--- config.mk ---
export PLATFORM = sky130hd
export DESIGN_NAME = port_pin_function_select
export DESIGN_NICKNAME = d
export VERILOG_FILES = /design/src/verilog/pin_mux_pkg.sv /design/src/verilog/pin_cell.sv /design/src/verilog/port_pin_function_select.sv
export VERILOG_INCLUDE_DIRS = /design/src /design/src/verilog
export SDC_FILE = /design/constraint.sdc
export NUM_CORES = 1
export LEC_CHECK = 0
export BUFFER_PORTS_ARGS = -buffer_cell sky130_fd_sc_hd__buf_2
export CELL_PAD_IN_SITES_DETAIL_PLACEMENT = 1
export CELL_PAD_IN_SITES_GLOBAL_PLACEMENT = 1
export CORE_UTILIZATION = 39
export CTS_BUF_LIST = sky130_fd_sc_hd__clkbuf_16
export DETAILED_ROUTE_END_ITERATION = 8
export GPL_ROUTABILITY_DRIVEN = 1
export GPL_TIMING_DRIVEN = 0
export PLACE_DENSITY = 0.95
export SLEW_MARGIN = 15
export SYNTH_ARGS = -nofsm -noshare
export SYNTH_HDL_FRONTEND = slang
export SYNTH_SLANG_ARGS = --single-unit
export TNS_END_PERCENT = 100
--- constraint.sdc ---
create_clock -name clk_sys -period 2.6 [get_ports clk_sys]
set_input_delay 0.39 -clock clk_sys [delete_from_list [all_inputs] [get_ports clk_sys]]
set_output_delay 0.39 -clock clk_sys [all_outputs]
set_load 0.02 [all_outputs]
--- src/verilog/pin_mux_consts.svh ---
// Constants for the port pin function select block.
// Assumes a 32-bit Avalon-MM slave with word addressing by byte address.
`ifndef PIN_MUX_CONSTS_SVH
`define PIN_MUX_CONSTS_SVH
// ==========================================================
// Register offsets
`define OFS_MODE      32'h0000_0000
`define OFS_ANALOG_EN 32'h0000_0004
`define OFS_PERIPH_EN 32'h0000_0008
`define OFS_P5_DATA   32'h0000_000c
`define OFS_P5_DIR    32'h0000_0010
`define OFS_P6_DATA   32'h0000_0014
`define OFS_P7_DATA   32'h0000_0018
`define OFS_P7_DIR    32'h0000_001c
`define OFS_P8_DATA   32'h0000_0020
`define OFS_P8_DIR    32'h0000_0024
`define OFS_P9_DATA   32'h0000_0028
`define OFS_PIN_IN    32'h0000_002c
// ==========================================================
// Field positions and reset values
`define MODE_EXTBUS_BIT 0
`define PEN_COMPARE_BIT 0
`define PEN_TIMER_LSB   1
`define PEN_PULSE_BIT   7
`define RST_ANALOG_EN   16'h0000
`define RST_OD_DATA     8'hff
`endif

--- src/verilog/pin_mux_pkg.sv ---
// Types shared by the pin function select block.
// Assumes nothing beyond the compiler.
`default_nettype none
package pin_mux_pkg;
  typedef logic [7:0] byte_t;
  typedef enum logic [1:0] {bus_idle, bus_ack} bus_state_e;
endpackage : pin_mux_pkg
`default_nettype wire

--- src/verilog/pin_cell.sv ---
// One port pin driver cell: chooses peripheral or port data and drive mode.
// Assumes the pad resolves open drain from the enable signal.
`default_nettype none
module pin_cell (
  // Selection
  input  wire logic periph_sel,
  input  wire logic periph_val,
  // Port side
  input  wire logic port_val,
  input  wire logic port_dir,
  input  wire logic open_drain,
  // Pad
  output logic      pad_out,
  output logic      pad_oe
);
  logic val;
  assign val     = periph_sel ? periph_val : port_val;
  assign pad_out = open_drain ? 1'b0 : val;
  assign pad_oe  = periph_sel ? 1'b1 : (open_drain ? ~val : port_dir);
endmodule : pin_cell
`default_nettype wire

--- src/verilog/port_pin_function_select.sv ---
// Top of the pin function select for ports five to nine.
// Assumes peripheral outputs and enables arrive synchronous to clk_sys.
//
// Added by the designer: the Avalon-MM interface to the registers and the register offsets.
`include "pin_mux_consts.svh"
`default_nettype none
module port_pin_function_select
  import pin_mux_pkg::*;
(
  // Clock and reset
  input  wire logic        clk_sys,
  input  wire logic        resetn,
  // Avalon-MM slave
  input  wire logic [31:0] avs_address,
  input  wire logic        avs_read,
  input  wire logic        avs_write,
  input  wire logic [31:0] avs_writedata,
  input  wire logic [3:0]  avs_byteenable,
  output logic      [31:0] avs_readdata,
  output logic             avs_waitrequest,
  // Peripheral sources
  input  wire logic        ext_read_strobe,
  input  wire logic [7:0]  compare_unit_outputs,
  input  wire logic [5:0]  reload_timer_outputs,
  input  wire logic        pulse_gen_out_a,
  input  wire logic        pulse_gen_out_b,
  // Peripheral sinks
  output logic             ram_write_inhibit_req,
  output logic [7:0]       analog_channel_low_group,
  output logic [7:0]       analog_channel_high_group,
  output logic [15:0]      analog_select,
  // Pads, ports five to nine
  input  wire logic [1:0]  port5_in,
  output logic      [1:0]  port5_out,
  output logic      [1:0]  port5_oe,
  input  wire logic [7:0]  port6_in,
  output logic      [7:0]  port6_out,
  output logic      [7:0]  port6_oe,
  input  wire logic [7:0]  port7_in,
  output logic      [7:0]  port7_out,
  output logic      [7:0]  port7_oe,
  input  wire logic [7:0]  port8_in,
  output logic      [7:0]  port8_out,
  output logic      [7:0]  port8_oe,
  input  wire logic [7:0]  port9_in,
  output logic      [7:0]  port9_out,
  output logic      [7:0]  port9_oe
);
  // ==========================================================
  // Registers
  // Software-visible state; the pads show it or, where it selects them, the peripheral outputs.
  logic        extbus_ff;
  logic [15:0] analog_en_ff;
  logic [8:0]  periph_en_ff;
  logic [1:0]  p5_data_ff;
  logic [1:0]  p5_dir_ff;
  byte_t       p6_data_ff;
  byte_t       p7_data_ff;
  byte_t       p7_dir_ff;
  byte_t       p8_data_ff;
  byte_t       p8_dir_ff;
  byte_t       p9_data_ff;
  bus_state_e  bus_ff;
  logic [31:0] rdata_ff;
  logic        wr_go;
  logic [31:0] wd;

  // ==========================================================
  // Bus handshake
  // One wait cycle per access keeps read data registered.
  assign avs_waitrequest = (avs_read | avs_write) & (bus_ff != bus_ack);
  assign wr_go = avs_write & (bus_ff == bus_ack);
  assign wd = avs_writedata & {{8{avs_byteenable[3]}}, {8{avs_byteenable[2]}},
                               {8{avs_byteenable[1]}}, {8{avs_byteenable[0]}}};

  always_ff @(posedge clk_sys or negedge resetn) begin
    if (!resetn) begin
      bus_ff <= bus_idle;
    end else begin
      case (bus_ff)
        bus_idle: bus_ff <= (avs_read | avs_write) ? bus_ack : bus_idle;
        bus_ack:  bus_ff <= bus_idle;
        default:  bus_ff <= bus_idle;
      endcase
    end
  end

  // ==========================================================
  // Register writes
  // Masked bytes land as zero, so a partial write clears the bytes it skips.
  always_ff @(posedge clk_sys or negedge resetn) begin
    if (!resetn) begin
      extbus_ff    <= 1'b0;
      analog_en_ff <= `RST_ANALOG_EN;
      periph_en_ff <= 9'h000;
      p5_data_ff   <= 2'h0;
      p5_dir_ff    <= 2'h0;
      p6_data_ff   <= `RST_OD_DATA;
      p7_data_ff   <= 8'h00;
      p7_dir_ff    <= 8'h00;
      p8_data_ff   <= 8'h00;
      p8_dir_ff    <= 8'h00;
      p9_data_ff   <= `RST_OD_DATA;
    end else if (wr_go) begin
      case (avs_address)
        `OFS_MODE:      extbus_ff    <= wd[`MODE_EXTBUS_BIT];
        `OFS_ANALOG_EN: analog_en_ff <= wd[15:0];
        `OFS_PERIPH_EN: periph_en_ff <= wd[8:0];
        `OFS_P5_DATA:   p5_data_ff   <= wd[1:0];
        `OFS_P5_DIR:    p5_dir_ff    <= wd[1:0];
        `OFS_P6_DATA:   p6_data_ff   <= wd[7:0];
        `OFS_P7_DATA:   p7_data_ff   <= wd[7:0];
        `OFS_P7_DIR:    p7_dir_ff    <= wd[7:0];
        `OFS_P8_DATA:   p8_data_ff   <= wd[7:0];
        `OFS_P8_DIR:    p8_dir_ff    <= wd[7:0];
        `OFS_P9_DATA:   p9_data_ff   <= wd[7:0];
        default: ;
      endcase
    end
  end

  // ==========================================================
  // Read data
  // Data is captured in the wait cycle and stands until the next read.
  always_ff @(posedge clk_sys or negedge resetn) begin
    if (!resetn) begin
      rdata_ff <= 32'h0000_0000;
    end else if (avs_read & (bus_ff == bus_idle)) begin
      case (avs_address)
        `OFS_MODE:      rdata_ff <= {31'h0, extbus_ff};
        `OFS_ANALOG_EN: rdata_ff <= {16'h0, analog_en_ff};
        `OFS_PERIPH_EN: rdata_ff <= {23'h0, periph_en_ff};
        `OFS_P5_DATA:   rdata_ff <= {30'h0, p5_data_ff};
        `OFS_P5_DIR:    rdata_ff <= {30'h0, p5_dir_ff};
        `OFS_P6_DATA:   rdata_ff <= {24'h0, p6_data_ff};
        `OFS_P7_DATA:   rdata_ff <= {24'h0, p7_data_ff};
        `OFS_P7_DIR:    rdata_ff <= {24'h0, p7_dir_ff};
        `OFS_P8_DATA:   rdata_ff <= {24'h0, p8_data_ff};
        `OFS_P8_DIR:    rdata_ff <= {24'h0, p8_dir_ff};
        `OFS_P9_DATA:   rdata_ff <= {24'h0, p9_data_ff};
        `OFS_PIN_IN:    rdata_ff <= {port9_in, port8_in, port7_in, port5_in, port6_in[5:0]};
        default:        rdata_ff <= 32'h0000_0000;
      endcase
    end
  end
  assign avs_readdata = rdata_ff;

  // ==========================================================
  // Peripheral sinks
  // Bit7 of port five is sampled for the inhibit request but stays a drivable port; software must keep drivers off it.
  assign ram_write_inhibit_req     = port5_in[1];
  assign analog_select             = analog_en_ff;
  assign analog_channel_low_group  = port6_in & analog_en_ff[7:0];
  assign analog_channel_high_group = port9_in & analog_en_ff[15:8];

  // ==========================================================
  // Port five select
  // Bit7 has no peripheral output, so it stays a plain port in every mode.
  logic [1:0] p5_sel;
  logic [1:0] p5_val;
  assign p5_sel = {1'b0, extbus_ff};
  assign p5_val = {1'b0, ext_read_strobe};

  // ==========================================================
  // Port eight select
  // One enable serves both pulse pins; they cannot be handed over singly.
  logic [7:0] p8_sel;
  logic [7:0] p8_val;
  assign p8_sel = {{2{periph_en_ff[`PEN_PULSE_BIT]}}, periph_en_ff[`PEN_TIMER_LSB +: 6]};
  assign p8_val = {pulse_gen_out_b, pulse_gen_out_a, reload_timer_outputs};

  // ==========================================================
  // Open-drain ports six and nine
  // Analog pins never drive; the cell also forces open-drain outputs low and releases the pin for data ones.
  logic [7:0] p6_o;
  logic [7:0] p6_e;
  logic [7:0] p9_o;
  logic [7:0] p9_e;
  assign port6_out = p6_o;
  assign port6_oe  = p6_e & ~analog_en_ff[7:0];
  assign port9_out = p9_o;
  assign port9_oe  = p9_e & ~analog_en_ff[15:8];

  // ==========================================================
  // Pin cells
  genvar gi;
  generate
    for (gi = 0; gi < 8; gi++) begin : g_pin
      if (gi < 2) begin : g_p5
        pin_cell u_p5 (
          .periph_sel (p5_sel[gi]),
          .periph_val (p5_val[gi]),
          .port_val   (p5_data_ff[gi]),
          .port_dir   (p5_dir_ff[gi]),
          .open_drain (1'b0),
          .pad_out    (port5_out[gi]),
          .pad_oe     (port5_oe[gi])
        );
      end
      pin_cell u_p6 (
        .periph_sel (1'b0),
        .periph_val (1'b0),
        .port_val   (p6_data_ff[gi]),
        .port_dir   (1'b0),
        .open_drain (1'b1),
        .pad_out    (p6_o[gi]),
        .pad_oe     (p6_e[gi])
      );
      pin_cell u_p7 (
        .periph_sel (periph_en_ff[`PEN_COMPARE_BIT]),
        .periph_val (compare_unit_outputs[gi]),
        .port_val   (p7_data_ff[gi]),
        .port_dir   (p7_dir_ff[gi]),
        .open_drain (1'b0),
        .pad_out    (port7_out[gi]),
        .pad_oe     (port7_oe[gi])
      );
      pin_cell u_p8 (
        .periph_sel (p8_sel[gi]),
        .periph_val (p8_val[gi]),
        .port_val   (p8_data_ff[gi]),
        .port_dir   (p8_dir_ff[gi]),
        .open_drain (1'b0),
        .pad_out    (port8_out[gi]),
        .pad_oe     (port8_oe[gi])
      );
      pin_cell u_p9 (
        .periph_sel (1'b0),
        .periph_val (1'b0),
        .port_val   (p9_data_ff[gi]),
        .port_dir   (1'b0),
        .open_drain (1'b1),
        .pad_out    (p9_o[gi]),
        .pad_oe     (p9_e[gi])
      );
    end
  endgenerate

  // ==========================================================
  // Checks on port five
  rd_strobe_a: assert property (@(posedge clk_sys) disable iff (!resetn)
    extbus_ff |-> (port5_oe[0] && port5_out[0] == ext_read_strobe))
    else $error("strobe lost");
  single_chip_a: assert property (@(posedge clk_sys) disable iff (!resetn)
    !extbus_ff |-> (port5_out[0] == p5_data_ff[0] && port5_oe[0] == p5_dir_ff[0]))
    else $error("p5 bit6 not port");
  inhibit_in_a: assert property (@(posedge clk_sys) disable iff (!resetn)
    ram_write_inhibit_req == port5_in[1] && port5_out[1] == p5_data_ff[1]
      && port5_oe[1] == p5_dir_ff[1])
    else $error("inhibit pin not plain port");

  // ==========================================================
  // Checks on ports six and nine
  od_drive_a: assert property (@(posedge clk_sys) disable iff (!resetn)
    (port6_out == 8'h00) && (port9_out == 8'h00))
    else $error("open drain drives high");
  od_release_a: assert property (@(posedge clk_sys) disable iff (!resetn)
    ((port6_oe | analog_en_ff[7:0]) == (~p6_data_ff | analog_en_ff[7:0]))
      && ((port9_oe | analog_en_ff[15:8]) == (~p9_data_ff | analog_en_ff[15:8])))
    else $error("open drain enable wrong");
  analog_quiet_a: assert property (@(posedge clk_sys) disable iff (!resetn)
    ((port6_oe & analog_en_ff[7:0]) == 8'h00)
      && ((port9_oe & analog_en_ff[15:8]) == 8'h00))
    else $error("analog pin driven");
  analog_route_a: assert property (@(posedge clk_sys) disable iff (!resetn)
    ((analog_channel_low_group & analog_en_ff[7:0]) == (port6_in & analog_en_ff[7:0]))
      && ((analog_channel_high_group & analog_en_ff[15:8]) == (port9_in & analog_en_ff[15:8])))
    else $error("analog channel not routed");

  // ==========================================================
  // Checks on port seven
  compare_out_a: assert property (@(posedge clk_sys) disable iff (!resetn)
    periph_en_ff[`PEN_COMPARE_BIT] |-> (port7_out == compare_unit_outputs && port7_oe == 8'hff))
    else $error("compare out lost");
  port_data_a: assert property (@(posedge clk_sys) disable iff (!resetn)
    !periph_en_ff[`PEN_COMPARE_BIT] |-> (port7_out == p7_data_ff && port7_oe == p7_dir_ff))
    else $error("port data lost");

  // ==========================================================
  // Checks on port eight
  timer_out_a: assert property (@(posedge clk_sys) disable iff (!resetn)
    (port8_out[5:0] & periph_en_ff[6:1]) == (reload_timer_outputs & periph_en_ff[6:1]))
    else $error("timer out lost");
  timer_drive_a: assert property (@(posedge clk_sys) disable iff (!resetn)
    (port8_oe[5:0] & periph_en_ff[6:1]) == periph_en_ff[6:1])
    else $error("timer pin not driven");
  timer_port_a: assert property (@(posedge clk_sys) disable iff (!resetn)
    (port8_out[5:0] & ~periph_en_ff[6:1]) == (p8_data_ff[5:0] & ~periph_en_ff[6:1]))
    else $error("timer pin not port");
  pulse_out_a: assert property (@(posedge clk_sys) disable iff (!resetn)
    periph_en_ff[`PEN_PULSE_BIT] |-> (port8_out[7:6] == {pulse_gen_out_b, pulse_gen_out_a}))
    else $error("pulse out lost");
  pulse_port_a: assert property (@(posedge clk_sys) disable iff (!resetn)
    !periph_en_ff[`PEN_PULSE_BIT] |-> (port8_out[7:6] == p8_data_ff[7:6]))
    else $error("pulse pin not port");

  // ==========================================================
  // Scenario covers
  ext_cov_c: cover property (@(posedge clk_sys) disable iff (!resetn) $rose(extbus_ff));
  cmp_cov_c: cover property (@(posedge clk_sys) disable iff (!resetn) $rose(periph_en_ff[0]));
  an_cov_c:  cover property (@(posedge clk_sys) disable iff (!resetn) analog_en_ff != 16'h0);
  tmr_cov_c: cover property (@(posedge clk_sys) disable iff (!resetn) periph_en_ff[6:1] != 6'h0);
  pls_cov_c: cover property (@(posedge clk_sys) disable iff (!resetn)
    periph_en_ff[7] && pulse_gen_out_b);
endmodule : port_pin_function_select
`default_nettype wire
After elaboration in Yosys (flattened, before gate mapping)
Index checks and enable logic that the tools add are counted.
Word-level totals
  memory bits (read-only): 0
  input port bits: 123
  bits in latches: 0
  flip-flop bits (word level): 112
  output and inout port bits: 134
  memories: 0
  word-level logic and storage cells: 103
  memory bits (writable): 0
Operators by class
  divide/modulo/power cells: 0
  bitwise gates (word level): 27
  $lt $le $gt $ge: 0
  reductions and logical operators: 13
  add/sub/neg operators: 0
  shift-type cells: 0
  equality and inequality tests: 13
  mux-type cells: 37
  multipliers: 0
Operators by type and width (count)
  $pmux W32 S12: 1
  $eq A32 B5 Y1 const B: 4
  $eq A32 B6 Y1 const B: 4
  $eq A32 B4 Y1 const B: 2
  $mux W1: 35
  $and A8 B8 Y8: 4
  $eq A32 B3 Y1 const B: 1
  $logic_not A32 Y1: 1
  $reduce_and A2 Y1: 11
  $and A16 B16 Y16: 1
  $not A1 Y1: 16
  $not A8 Y8: 2
  $and A1 B1 Y1: 3
  $eq A2 B1 Y1 const B: 1
  $logic_not A2 Y1: 1
  $mux W2: 1
  $ne A2 B1 Y1 const B: 1
  $or A1 B1 Y1: 1

Logic depth before layout (Yosys ltp)
Gate-level depths: netlist of run 1.
  word-level depth: 3
  depth in mapped cells: 8
  depth with buffers taken out: 5

Modules after synthesis
Synthesis of run 1 repeated with hierarchy kept, for this count alone.
Second synthesis, totals
  cells, all modules: 701
  area total of the unflattened synthesis: 6307.3 um^2
By module, submodules not included
  port_pin_function_select: seq. area each 2797.7 um^2, area an instance 5243.8 um^2, cells an instance 531, instances 1
  pin_cell: seq. area each 0.0 um^2, area an instance 31.3 um^2, cells an instance 5, instances 34

Worst setup path after synthesis of run 1
Ideal clock, no wire load.
  path type: input -> register
  start: in avs_address[13]
  end: reg p8_data_ff[0]
  path buffers: 2
  stages: 7
  arrival: 1.961 ns
  setup slack: 0.514 ns
  required time: 2.475 ns
  library setup time: 0.125 ns
  path through: nor4_2 > nand2_2 > buf_6 > nor2_2 > and4_1 > buf_2 > mux2_2
On the way
  longest elaborated chain between the ends: 2
RTL lines
  start, declared: line port_pin_function_select.sv:14  | input wire logic [31:0] avs_address,
  $eq A32 B6 Y1: line port_pin_function_select.sv:105  | case (avs_address)
  $reduce_and A2 Y1 (no source line)
  end signal, assigned: line port_pin_function_select.sv:114  | `OFS_P8_DATA: p8_data_ff <= wd[7:0];
  end, declared: line port_pin_function_select.sv:60  | byte_t p8_data_ff;
No other way between the ends.
A chain may end at the register's enable or synchronous reset.

Worst setup path in the final report of run 1
  start: in avs_address[4]
  end: reg p8_dir_ff[6]
On the way
  longest elaborated chain between the ends: 2
RTL lines
  $eq A32 B6 Y1: line port_pin_function_select.sv:105
  $reduce_and A2 Y1 (no source line)
  end signal, assigned: line port_pin_function_select.sv:115  | `OFS_P8_DIR: p8_dir_ff <= wd[7:0];
  end, declared: line port_pin_function_select.sv:61  | byte_t p8_dir_ff;
No other way between the ends.

==> results.yml, run 1 <==
yosys:
  synth_ff_type: "dfrtp_1"
  synthDistinctLibCells: 55
  synth-seq-cells: 111
  async_flop_share: 1.00
  synth.avg_cell_area_um2: 10.1
  synthCells: 615
  yosys-top-cells-area: "dfrtp_1 (38%), mux2_2 (7.8%), dfstp_2 (6.8%)"
  synth-edff-count: 0
  yosysTopAreaCell: "dfrtp_1"
  syn_area_um2: 6210
  synth_warnings: 0
  yosys.area.top_type_share: 0.383
  synth.yosys.seq_area_share: 0.450
floorplan:
  num_rows: 45
  ios: 257
  die_h_um: 128
  die_area_um2: 16400
  die_w_um: 128
  start_util: 0.404
  core-area_um2: 15400
setup_path:
  crit_required_ns: 2.83
  end_kind: "register"
  start_kind: "primary input"
  crit_arrival_ns: 2.74
  critPathMaxFanout: 10
  path_class: "in -> reg"
route:
  dr.pass1.iters: 5
  remaining_drc_errors: 0
  ant_nets: 0
  viasPerCell: 5.62
  drt_iter0_drc: 471
  wl_mm: 23.5
  vias: 6056
  drt-wirelength-per-cell_um: 21.8
global_routing:
  grt_max_degree: 70
  antenna_found_initial: 0
  gr-max-usage-layer: "met2"
  gr-usage-met2: 0.499
  grt_overflow: 0
  grt_pass1_vias: 6350
  grt_pass1_wl_mm: 35.7
  grtUsageMet1: 0.348
  met3_usage: 0.0697
  grt_util_all_layers: 0.292
sta:
  final_max_slew_viol_count: 0
  rsz0062_at_grt: "no"
  fin_ws_ns: 0.0860
  maxSlewHeadroom: 0.384
  worst_slew_pin_slew_ns: 0.901
  period_needed_ns: 2.51
  period_share: 0.967
  fin_hold_ws_ns: 0.245
  max_freq_mhz: 398
  skew_ns: 0.0152
  hold_violations: 0
  setup_violations: 0
placement:
  gp_congestion: 0.941
  placed_area_um2: 7660
  numPortBuffers: 219
  dp_cells: 1061
  place_ws_ns: -0.300
  dp_hpwl_mm: 17.9
finish:
  num-nets-final: 984
  final_area_um2: 7970
  syn_to_final_growth_pct: 28.3
  final_layout_size_suffix_gt1_frac: 0.471
  fillerInstances: 1819
  stdcell_count: 1077
  num_antenna_cells: 0
  multiInputGateArea_um2: 2900
  seq_area_um2: 2800
clock_network:
  path_clk_slew_ns: 0.07
  clock_latency_ns: 0.37
  cts.sinks: 111
  cts_tree: "built"
  cts-root-buf: "clkbuf_16"
  cts-buffers-inserted: 9
  htree_levels: 3
  cts_buffer_depth: 2
pwr:
  p_per_area_nw_per_um2: 439
  p_total_uw: 3500
  irDropWorstVdd_mv: 0.342
  p_leak_uw: 0.00395
outcome:
  outcome: "complete, no violations"
min_path:
  hold_path_class: "in -> reg"
job:
  drv_cap: 0
## power by group
| group | internal, uW | switching, uW |
|---|---|---|
| logic | 118 | 210 |
| registers | 1730 | 1.47 |
| clock network | 750 | 693 |
## final cells by class
cell class / count / share of cell area
multi-input combinational: 432 / 0.364
sequential: 111 / 0.351
timing repair buffer: 221 / 0.143
buffer: 84 / 0.0705
tap: 211 / 0.0331
clock buffer: 9 / 0.0283
clock inverter: 7 / 0.00864
inverter: 2 / 0.000942
## critical path: stages
cell and delay, ns:
buf_2 0.13, or4b_1 0.67, nor3_1 0.43, nand4_1 0.45, clkbuf_1 0.42, nand2_1 0.17, o21ai_1 0.08
## cells in the mapped netlist (7+ instances only)
| cell | instances |
|---|---|
| a222oi_1 | 8 |
| a22o_1 | 17 |
| a22oi_1 | 26 |
| and2_1 | 26 |
| buf_2 | 8 |
| buf_4 | 55 |
| clkbuf_1 | 17 |
| dfrtp_1 | 95 |
| dfstp_2 | 16 |
| mux2_2 | 43 |
| nand2_1 | 101 |
| nand4_1 | 7 |
| nor2_1 | 23 |
| nor3_1 | 9 |
| o21ai_0 | 27 |
| o21ai_1 | 30 |
| o21ai_2 | 10 |
| or2_2 | 17 |
## state kept, by name, indices dropped and copies added, names as in the netlist, 2 cells and up
name / count
p7_dir_ff: 8
analog_select: 16
avs_readdata: 32
p8_dir_ff: 8
p6_data_ff: 8
periph_en_ff: 9
p9_data_ff: 8
p5_data_ff: 2
p8_data_ff: 8
p7_data_ff: 8
p5_dir_ff: 2
## cells by family (layout without fill, tap and decap cells)
logic type | count (synthesis) | count (layout) | share of synthesized area
simple gates | 230 | 230 | 0.216
buf+inv | 87 | 323 | 0.0922
other cells | 1 | 16 | 0.000604
compound gates | 138 | 138 | 0.150
flops | 111 | 111 | 0.450
mux | 48 | 48 | 0.0906
## path summary, 6_finish.rpt
path,from,end,slack [ns],cells past startpoint
min reg2reg,bus_ff[0]$_DFF_PN0_,bus_ff[0]$_DFF_PN0_,0.48,1
max in group asynchronous,resetn,p9_data_ff[5]$_DFFE_PN1P_,1.38,3
max,avs_address[4],p8_dir_ff[6]$_DFFE_PN0P_,0.09,7
min,port8_in[7],avs_readdata[23]$_DFFE_PN0P_,0.25,2
min in group asynchronous,resetn,periph_en_ff[3]$_DFFE_PN0P_,0.50,2
max reg2reg,p8_data_ff[7]$_DFFE_PN0P_,avs_readdata[7]$_DFFE_PN0P_,0.39,4
## layer usage
layer / share of wire / vias up
li1: - / 2646
met1: 0.39 / 3004
met2: 0.50 / 334
met3: 0.075 / 72
met4: 0.038 / 0
met5: 0 / -
## through the flow
stage          setup TNS [ns]   util
2_1_floorplan               0      -
3_3_place_gp           -17.60  0.496
3_5_place_dp            -4.04  0.499
4_1_cts                     0  0.518
5_1_grt                     0  0.518
6_report                    0  0.518
## placed cells by master (no fill, tap or decap), types with 9 or more instances in the layout
master	netlist	routed
a22o_1	17	17
a22oi_1	26	26
and2_1	26	26
buf_2	8	226
buf_4	55	55
clkbuf_1	17	16
clkbuf_16	0	9
conb_1	1	16
dfrtp_1	95	95
dfstp_2	16	16
mux2_2	43	43
nand2_1	101	101
nor2_1	23	23
o21ai_0	27	27
o21ai_1	30	30
o21ai_2	10	10
or2_2	17	17
## what timing repair did
action | CTS | global route
cloned | 0 | 0
setup endpoints to repair | 1 | 4
setup buffers | 0 | 0
hold endpoints to repair | 36 | 0
resized for setup | 0 | 1
hold buffers | 1 | 0
Note: power is estimated with default switching activity, not from simulation.
==> run 2, diff against run 1 <==
--- a/config.mk
+++ b/config.mk
@@ -9,12 +9,12 @@
 export BUFFER_PORTS_ARGS = -buffer_cell sky130_fd_sc_hd__buf_2
 export CELL_PAD_IN_SITES_DETAIL_PLACEMENT = 1
 export CELL_PAD_IN_SITES_GLOBAL_PLACEMENT = 1
-export CORE_UTILIZATION = 39
+export CORE_UTILIZATION = 36
 export CTS_BUF_LIST = sky130_fd_sc_hd__clkbuf_16
 export DETAILED_ROUTE_END_ITERATION = 8
 export GPL_ROUTABILITY_DRIVEN = 1
 export GPL_TIMING_DRIVEN = 0
-export PLACE_DENSITY = 0.95
+export PLACE_DENSITY = 0.9
 export SLEW_MARGIN = 15
 export SYNTH_ARGS = -nofsm -noshare
 export SYNTH_HDL_FRONTEND = slang
==> constraint.sdc (replaced) <==
create_clock -name clk_sys -period 2.5 [get_ports clk_sys]
set_input_delay 0.375 -clock clk_sys [delete_from_list [all_inputs] [get_ports clk_sys]]
set_output_delay 0.375 -clock clk_sys [all_outputs]
set_load 0.02 [all_outputs]
==> results.yml, run 2 (same netlist as run 1, synthesis figures left out) <==
setup_path:
  path_class: "in -> reg"
  slowest_stage: "or4b_1"
  crit_arrival_ns: 2.68
  cpPeakStageDelay_ns: 0.66
  path_delay_family: "simple AND/OR/NAND/NOR gates"
  reg2reg_slack_ns: 0.42
  crit_chain: "buf_2 > or4b_1 > nor3_1 > nand4_1 > clkbuf_1 > nand2_1 > o21ai_1"
  crit_required_ns: 2.72
  end_kind: "register"
  start_kind: "primary input"
  cp_num_cells: 7
  cp_num_buf_inv: 2
  r2r_cells: 6
  critPathMaxFanout: 10
floorplan:
  die_h_um: 133
  num_rows: 47
  die_area_um2: 17800
  die_w_um: 133
  core-area_um2: 16700
  start_util: 0.372
  ios: 257
placement:
  dp_cells: 1070
  dp_hpwl_mm: 17.5
  place_ws_ns: -0.340
  gp_congestion: 0.910
  numPortBuffers: 219
pwr:
  switching_share: 0.257
  p_per_area_nw_per_um2: 456
  p_total_uw: 3650
  p_switching_uw: 938
  p_int_uw: 2710
  irDropWorstVdd_mv: 0.346
  combPwrFrac: 0.093
  p_leak_uw: 0.00396
  seqPwrFrac: 0.493
  clkPwrFrac: 0.414
global_routing:
  grt_overflow: 0
  grt_pass1_vias: 6094
  grt_pass1_wl_mm: 34.7
  grt_max_degree: 85
  grt_util_all_layers: 0.258
  antenna_found_initial: 0
clock_network:
  cts-buffers-inserted: 9
  path_clk_slew_ns: 0.08
  cts.sinks: 111
  clock_latency_ns: 0.36
  cts_tree: "built"
  htree_levels: 3
  cts_buffer_depth: 2
  cts-root-buf: "clkbuf_16"
route:
  wl_mm: 22.7
  dr.pass1.iters: 5
  vias: 5940
  viasPerCell: 5.47
  ant_nets: 0
  drt_iter0_drc: 517
  remaining_drc_errors: 0
  drt-wirelength-per-cell_um: 20.9
min_path:
  hold_path_class: "in -> reg"
  whs_path_depth: 2
finish:
  largest_register_ffs: 32
  utilization: 0.479
  layout_common_cells: "buf_2 (226), nand2_1 (101), dfrtp_1 (95), buf_4 (55), mux2_2 (43)"
  stdcell_count: 1086
  num-nets-final: 984
  num_antenna_cells: 0
  syn_to_final_growth_pct: 28.8
  mostFrequentLayoutCell: "buf_2"
  final_layout_size_suffix_gt1_frac: 0.476
sta:
  period_needed_ns: 2.46
  period_share: 0.983
  setup_violations: 0
  hold_violations: 0
  fin_ws_ns: 0.0434
  setup_tns_ns: 0
  final_max_slew_viol_count: 0
  worst_slew_pin_slew_ns: 0.707
  maxSlewHeadroom: 0.522
  max_freq_mhz: 407
  skew_ns: 0.00854
job:
  drv_cap: 0
outcome:
  outcome: "complete, no violations"
-- run 2: cell count changes in the layout (fill, tap and decap cells not counted) --
| cell | delta |
|---|---|
| clkinv_1 | -2 |
| clkinv_2 | +1 |
| clkinv_8 | +1 |
| inv_6 | +1 |
| inv_8 | -1 |
| nor2_1 | -1 |
| nor2_2 | +1 |
| nor4_1 | -1 |
| nor4_2 | +1 |
-- run 2: power groups by stage --
stage	Combinational [uW]	Clock (uW)	Sequential (uW)
floorplan	142	0	1830
global placement	320	0	1830
detailed placement	334	0	1830
CTS	337	1530	1800
global route	367	1590	1800
finish	340	1510	1800
-- run 2: timing repair --
item,CTS,global route
gates cloned,0,0
resized for setup,0,3
endpoints found under the setup margin,1,5
hold buffers,1,0
setup buffers,0,0
endpoints found under the hold margin,23,0
-- run 2: worst paths after layout --
kind / start / end
min: port8_in[7] / avs_readdata[23]$_DFFE_PN0P_
max reg2reg: bus_ff[0]$_DFF_PN0_ / avs_readdata[5]$_DFFE_PN0P_
min reg2reg: p6_data_ff[7]$_DFFE_PN1P_ / p6_data_ff[7]$_DFFE_PN1P_
min in group asynchronous: resetn / periph_en_ff[3]$_DFFE_PN0P_
max: avs_address[4] / p8_dir_ff[5]$_DFFE_PN0P_
max in group asynchronous: resetn / p6_data_ff[4]$_DFFE_PN1P_
-- run 2: final cells by class --
cell class | instances | area (um^2)
Buffer | 84 | 562
Clock buffer | 9 | 225
Clock inverter | 7 | 80.1
Fill cell | 2021 | 8700
Inverter | 2 | 7.51
Multi-Input combinational cell | 432 | 2910
Sequential cell | 111 | 2800
Tap cell | 220 | 275
Timing Repair Buffer | 221 | 1140
-- run 2: metrics by stage --
step | hold WS (ns) | area (um^2)
global route | 0.235 | 8000
detailed placement | 0.263 | 7670
CTS | 0.223 | 7990
finish | 0.231 | 8000
global placement | 0.460 | 7640
floorplan | 0.0794 | 6270
-- run 2: worst register-to-register path: stages (launching register included) --
cell and delay [ns]:
dfrtp_1 0.38, nand2b_1 0.11, clkbuf_1 0.37, a21oi_1 0.10
nand4b_2 0.27, clkbuf_1 0.51, a22oi_1 0.19
-- run 2: per-layer routing --
metal / wire length (um) / GRT usage / up-vias
li1: - / - / 2640
met4: 606 / 0.0878 / 0
met3: 1760 / 0.0601 / 48
met5: 0 / 0 / -
met2: 11100 / 0.429 / 278
met1: 9260 / 0.329 / 2974
==> run 3, diff against run 2 <==
--- a/config.mk
+++ b/config.mk
@@ -15,6 +15,7 @@
 export GPL_ROUTABILITY_DRIVEN = 1
 export GPL_TIMING_DRIVEN = 0
 export PLACE_DENSITY = 0.9
+export RECOVER_POWER = 50
 export SLEW_MARGIN = 15
 export SYNTH_ARGS = -nofsm -noshare
 export SYNTH_HDL_FRONTEND = slang
==> constraint.sdc (replaced) <==
create_clock -name clk_sys -period 2.5 [get_ports clk_sys]
set_input_delay 0.25 -clock clk_sys [delete_from_list [all_inputs] [get_ports clk_sys]]
set_output_delay 0.25 -clock clk_sys [all_outputs]
set_load 0.02 [all_outputs]
==> results.yml, run 3 (same netlist as run 1, synthesis figures left out) <==
route:
  wl_mm: 22.6
  routed.top_layer: "met4"
  met3_length_mm: 2.02
  drt_iter0_drc: 483
  met2_length_mm: 11.1
  viasPerCell: 5.51
  ant_nets: 0
  dr.pass1.iters: 6
  remaining_drc_errors: 0
  drt-wirelength-per-cell_um: 20.8
  vias: 5988
  met1Wirelength_mm: 8.92
sta:
  setup_violations: 0
  final_max_slew_viol_count: 28
  fin_ws_ns: 0.148
  maxSlewHeadroom: -0.126
  period_share: 0.941
  fin_hold_ws_ns: 0.107
  period_needed_ns: 2.35
  setup_tns_ns: 0
  hold_violations: 0
  max_freq_mhz: 425
  rsz0062_at_grt: "no"
  skew_ns: 0.00984
  worst_slew_pin_slew_ns: 1.69
finish:
  multiInputGateArea_um2: 2900
  num-nets-final: 985
  syn_to_final_growth_pct: 27.5
  largest_register_ffs: 32
  mostFrequentLayoutCell: "buf_2"
  num_antenna_cells: 0
  fillerInstances: 2026
  layout_common_cells: "buf_2 (172), nand2_1 (101), dfrtp_1 (95), clkbuf_1 (72), buf_4 (55)"
  stdcell_count: 1087
  seq_area_um2: 2800
  final_layout_size_suffix_gt1_frac: 0.405
placement:
  numPortBuffers: 219
  place_ws_ns: -0.215
  dp_hpwl_mm: 17.5
  dp_cells: 1070
  gp_congestion: 0.910
global_routing:
  antenna_found_initial: 0
  grt_overflow: 0
  grt_max_degree: 85
  grt_pass1_vias: 6092
  grt_util_all_layers: 0.258
  grt_pass1_wl_mm: 34.7
pwr:
  irDropWorstVdd_mv: 0.345
  p_per_area_nw_per_um2: 459
  p_total_uw: 3640
  p_leak_uw: 0.00372
setup_path:
  start_kind: "register"
  timing.rr.start: "bus_ff[0]$_DFF_PN0_"
  end_kind: "output port"
  setup.worst_path.end: "port7_out[0]"
  critPathMaxFanout: 10
  r2r_cells: 6
  path_class: "reg -> out"
  crit_arrival_ns: 2.10
  r2r_end: "avs_readdata[10]$_DFFE_PN0P_"
  crit_required_ns: 2.25
  reg2reg_slack_ns: 0.43
  worstSetupStartpoint: "periph_en_ff[0]$_DFFE_PN0P_"
floorplan:
  num_rows: 47
  die_h_um: 133
  die_area_um2: 17800
  ios: 257
  core-area_um2: 16700
  die_w_um: 133
  start_util: 0.372
job:
  drv_cap: 1
outcome:
  violations: "max-capacitance violations, max-slew violations"
  outcome: "finished, violations left"
clock_network:
  clock_latency_ns: 0.36
  cts-root-buf: "clkbuf_16"
  path_clk_slew_ns: 0.08
  cts_tree: "built"
  cts-buffers-inserted: 9
  htree_levels: 3
  cts.sinks: 111
  cts_buffer_depth: 2
min_path:
  hold_path_class: "in -> reg"
## run 3: cell count changes in the layout (fill, tap and decap cells not counted)
| cell | previous run | this run |
|---|---|---|
| dfstp_1 | 0 | 4 |
| nor4_2 | 5 | 4 |
| nor2_2 | 2 | 1 |
| nor2_1 | 22 | 23 |
| buf_2 | 226 | 172 |
| buf_6 | 5 | 4 |
| clkbuf_1 | 16 | 72 |
| dfstp_2 | 16 | 12 |
| nor4_1 | 4 | 5 |
## run 3: layout make-up
cell class                      count  area share
Inverter                            2    0.000948
Timing Repair Buffer              221       0.134
Tap cell                          220      0.0348
Multi-Input combinational cell    432       0.367
Buffer                             85      0.0714
Sequential cell                   111       0.353
Clock buffer                        9      0.0284
Clock inverter                      7      0.0101
## run 3: critical path, stage by stage (launching register included)
cell,delay (ns)
dfrtp_1,0.32
clkbuf_1,0.41
clkbuf_1,0.36
mux2_2,0.38
buf_4,0.13
buf_2,0.15
## run 3: timing repair
action                     CTS  global route
setup endpoints to repair    0             1
hold endpoints to repair    23             0
buffers inserted             0             0
resized for setup            0             1
hold buffers                 1             0
## run 3: per-layer routing
| layer | vias to the layer above | global-route usage |
|---|---|---|
| met2 | 322 | 0.429 |
| li1 | 2644 | - |
| met5 | - | 0 |
| met1 | 2975 | 0.328 |
| met3 | 47 | 0.0601 |
| met4 | 0 | 0.0878 |
## run 3: worst min-delay path by stage
stage / from / end / slack [ns] / depth (start not counted)
floorplan: resetn / analog_select[0]$_DFFE_PN0P_ / -0.05 / 0
global placement: avs_readdata[8]$_DFFE_PN0P_ / avs_readdata[8]$_DFFE_PN0P_ / 0.46 / 2
detailed placement: resetn / periph_en_ff[3]$_DFFE_PN0P_ / 0.14 / 1
CTS: port8_in[7] / avs_readdata[23]$_DFFE_PN0P_ / 0.1 / 2
global route: port8_in[7] / avs_readdata[23]$_DFFE_PN0P_ / 0.11 / 2
finish: port8_in[7] / avs_readdata[23]$_DFFE_PN0P_ / 0.11 / 2
## run 3: power breakdown
part,internal [uW],switching (uW),leakage [uW],total [uW]
clock,789,715,0.000147,1500
sequential,1800,1.55,0.00148,1800
combinational,120,216,0.00209,336
total,2710,932,0.00372,3640
## run 3: stage by stage
step	cell area (um^2)	utilization
finish	7920	0.474
detailed placement	7670	0.460
global placement	7640	0.458
global route	7920	0.474
CTS	7990	0.478
floorplan	6270	-
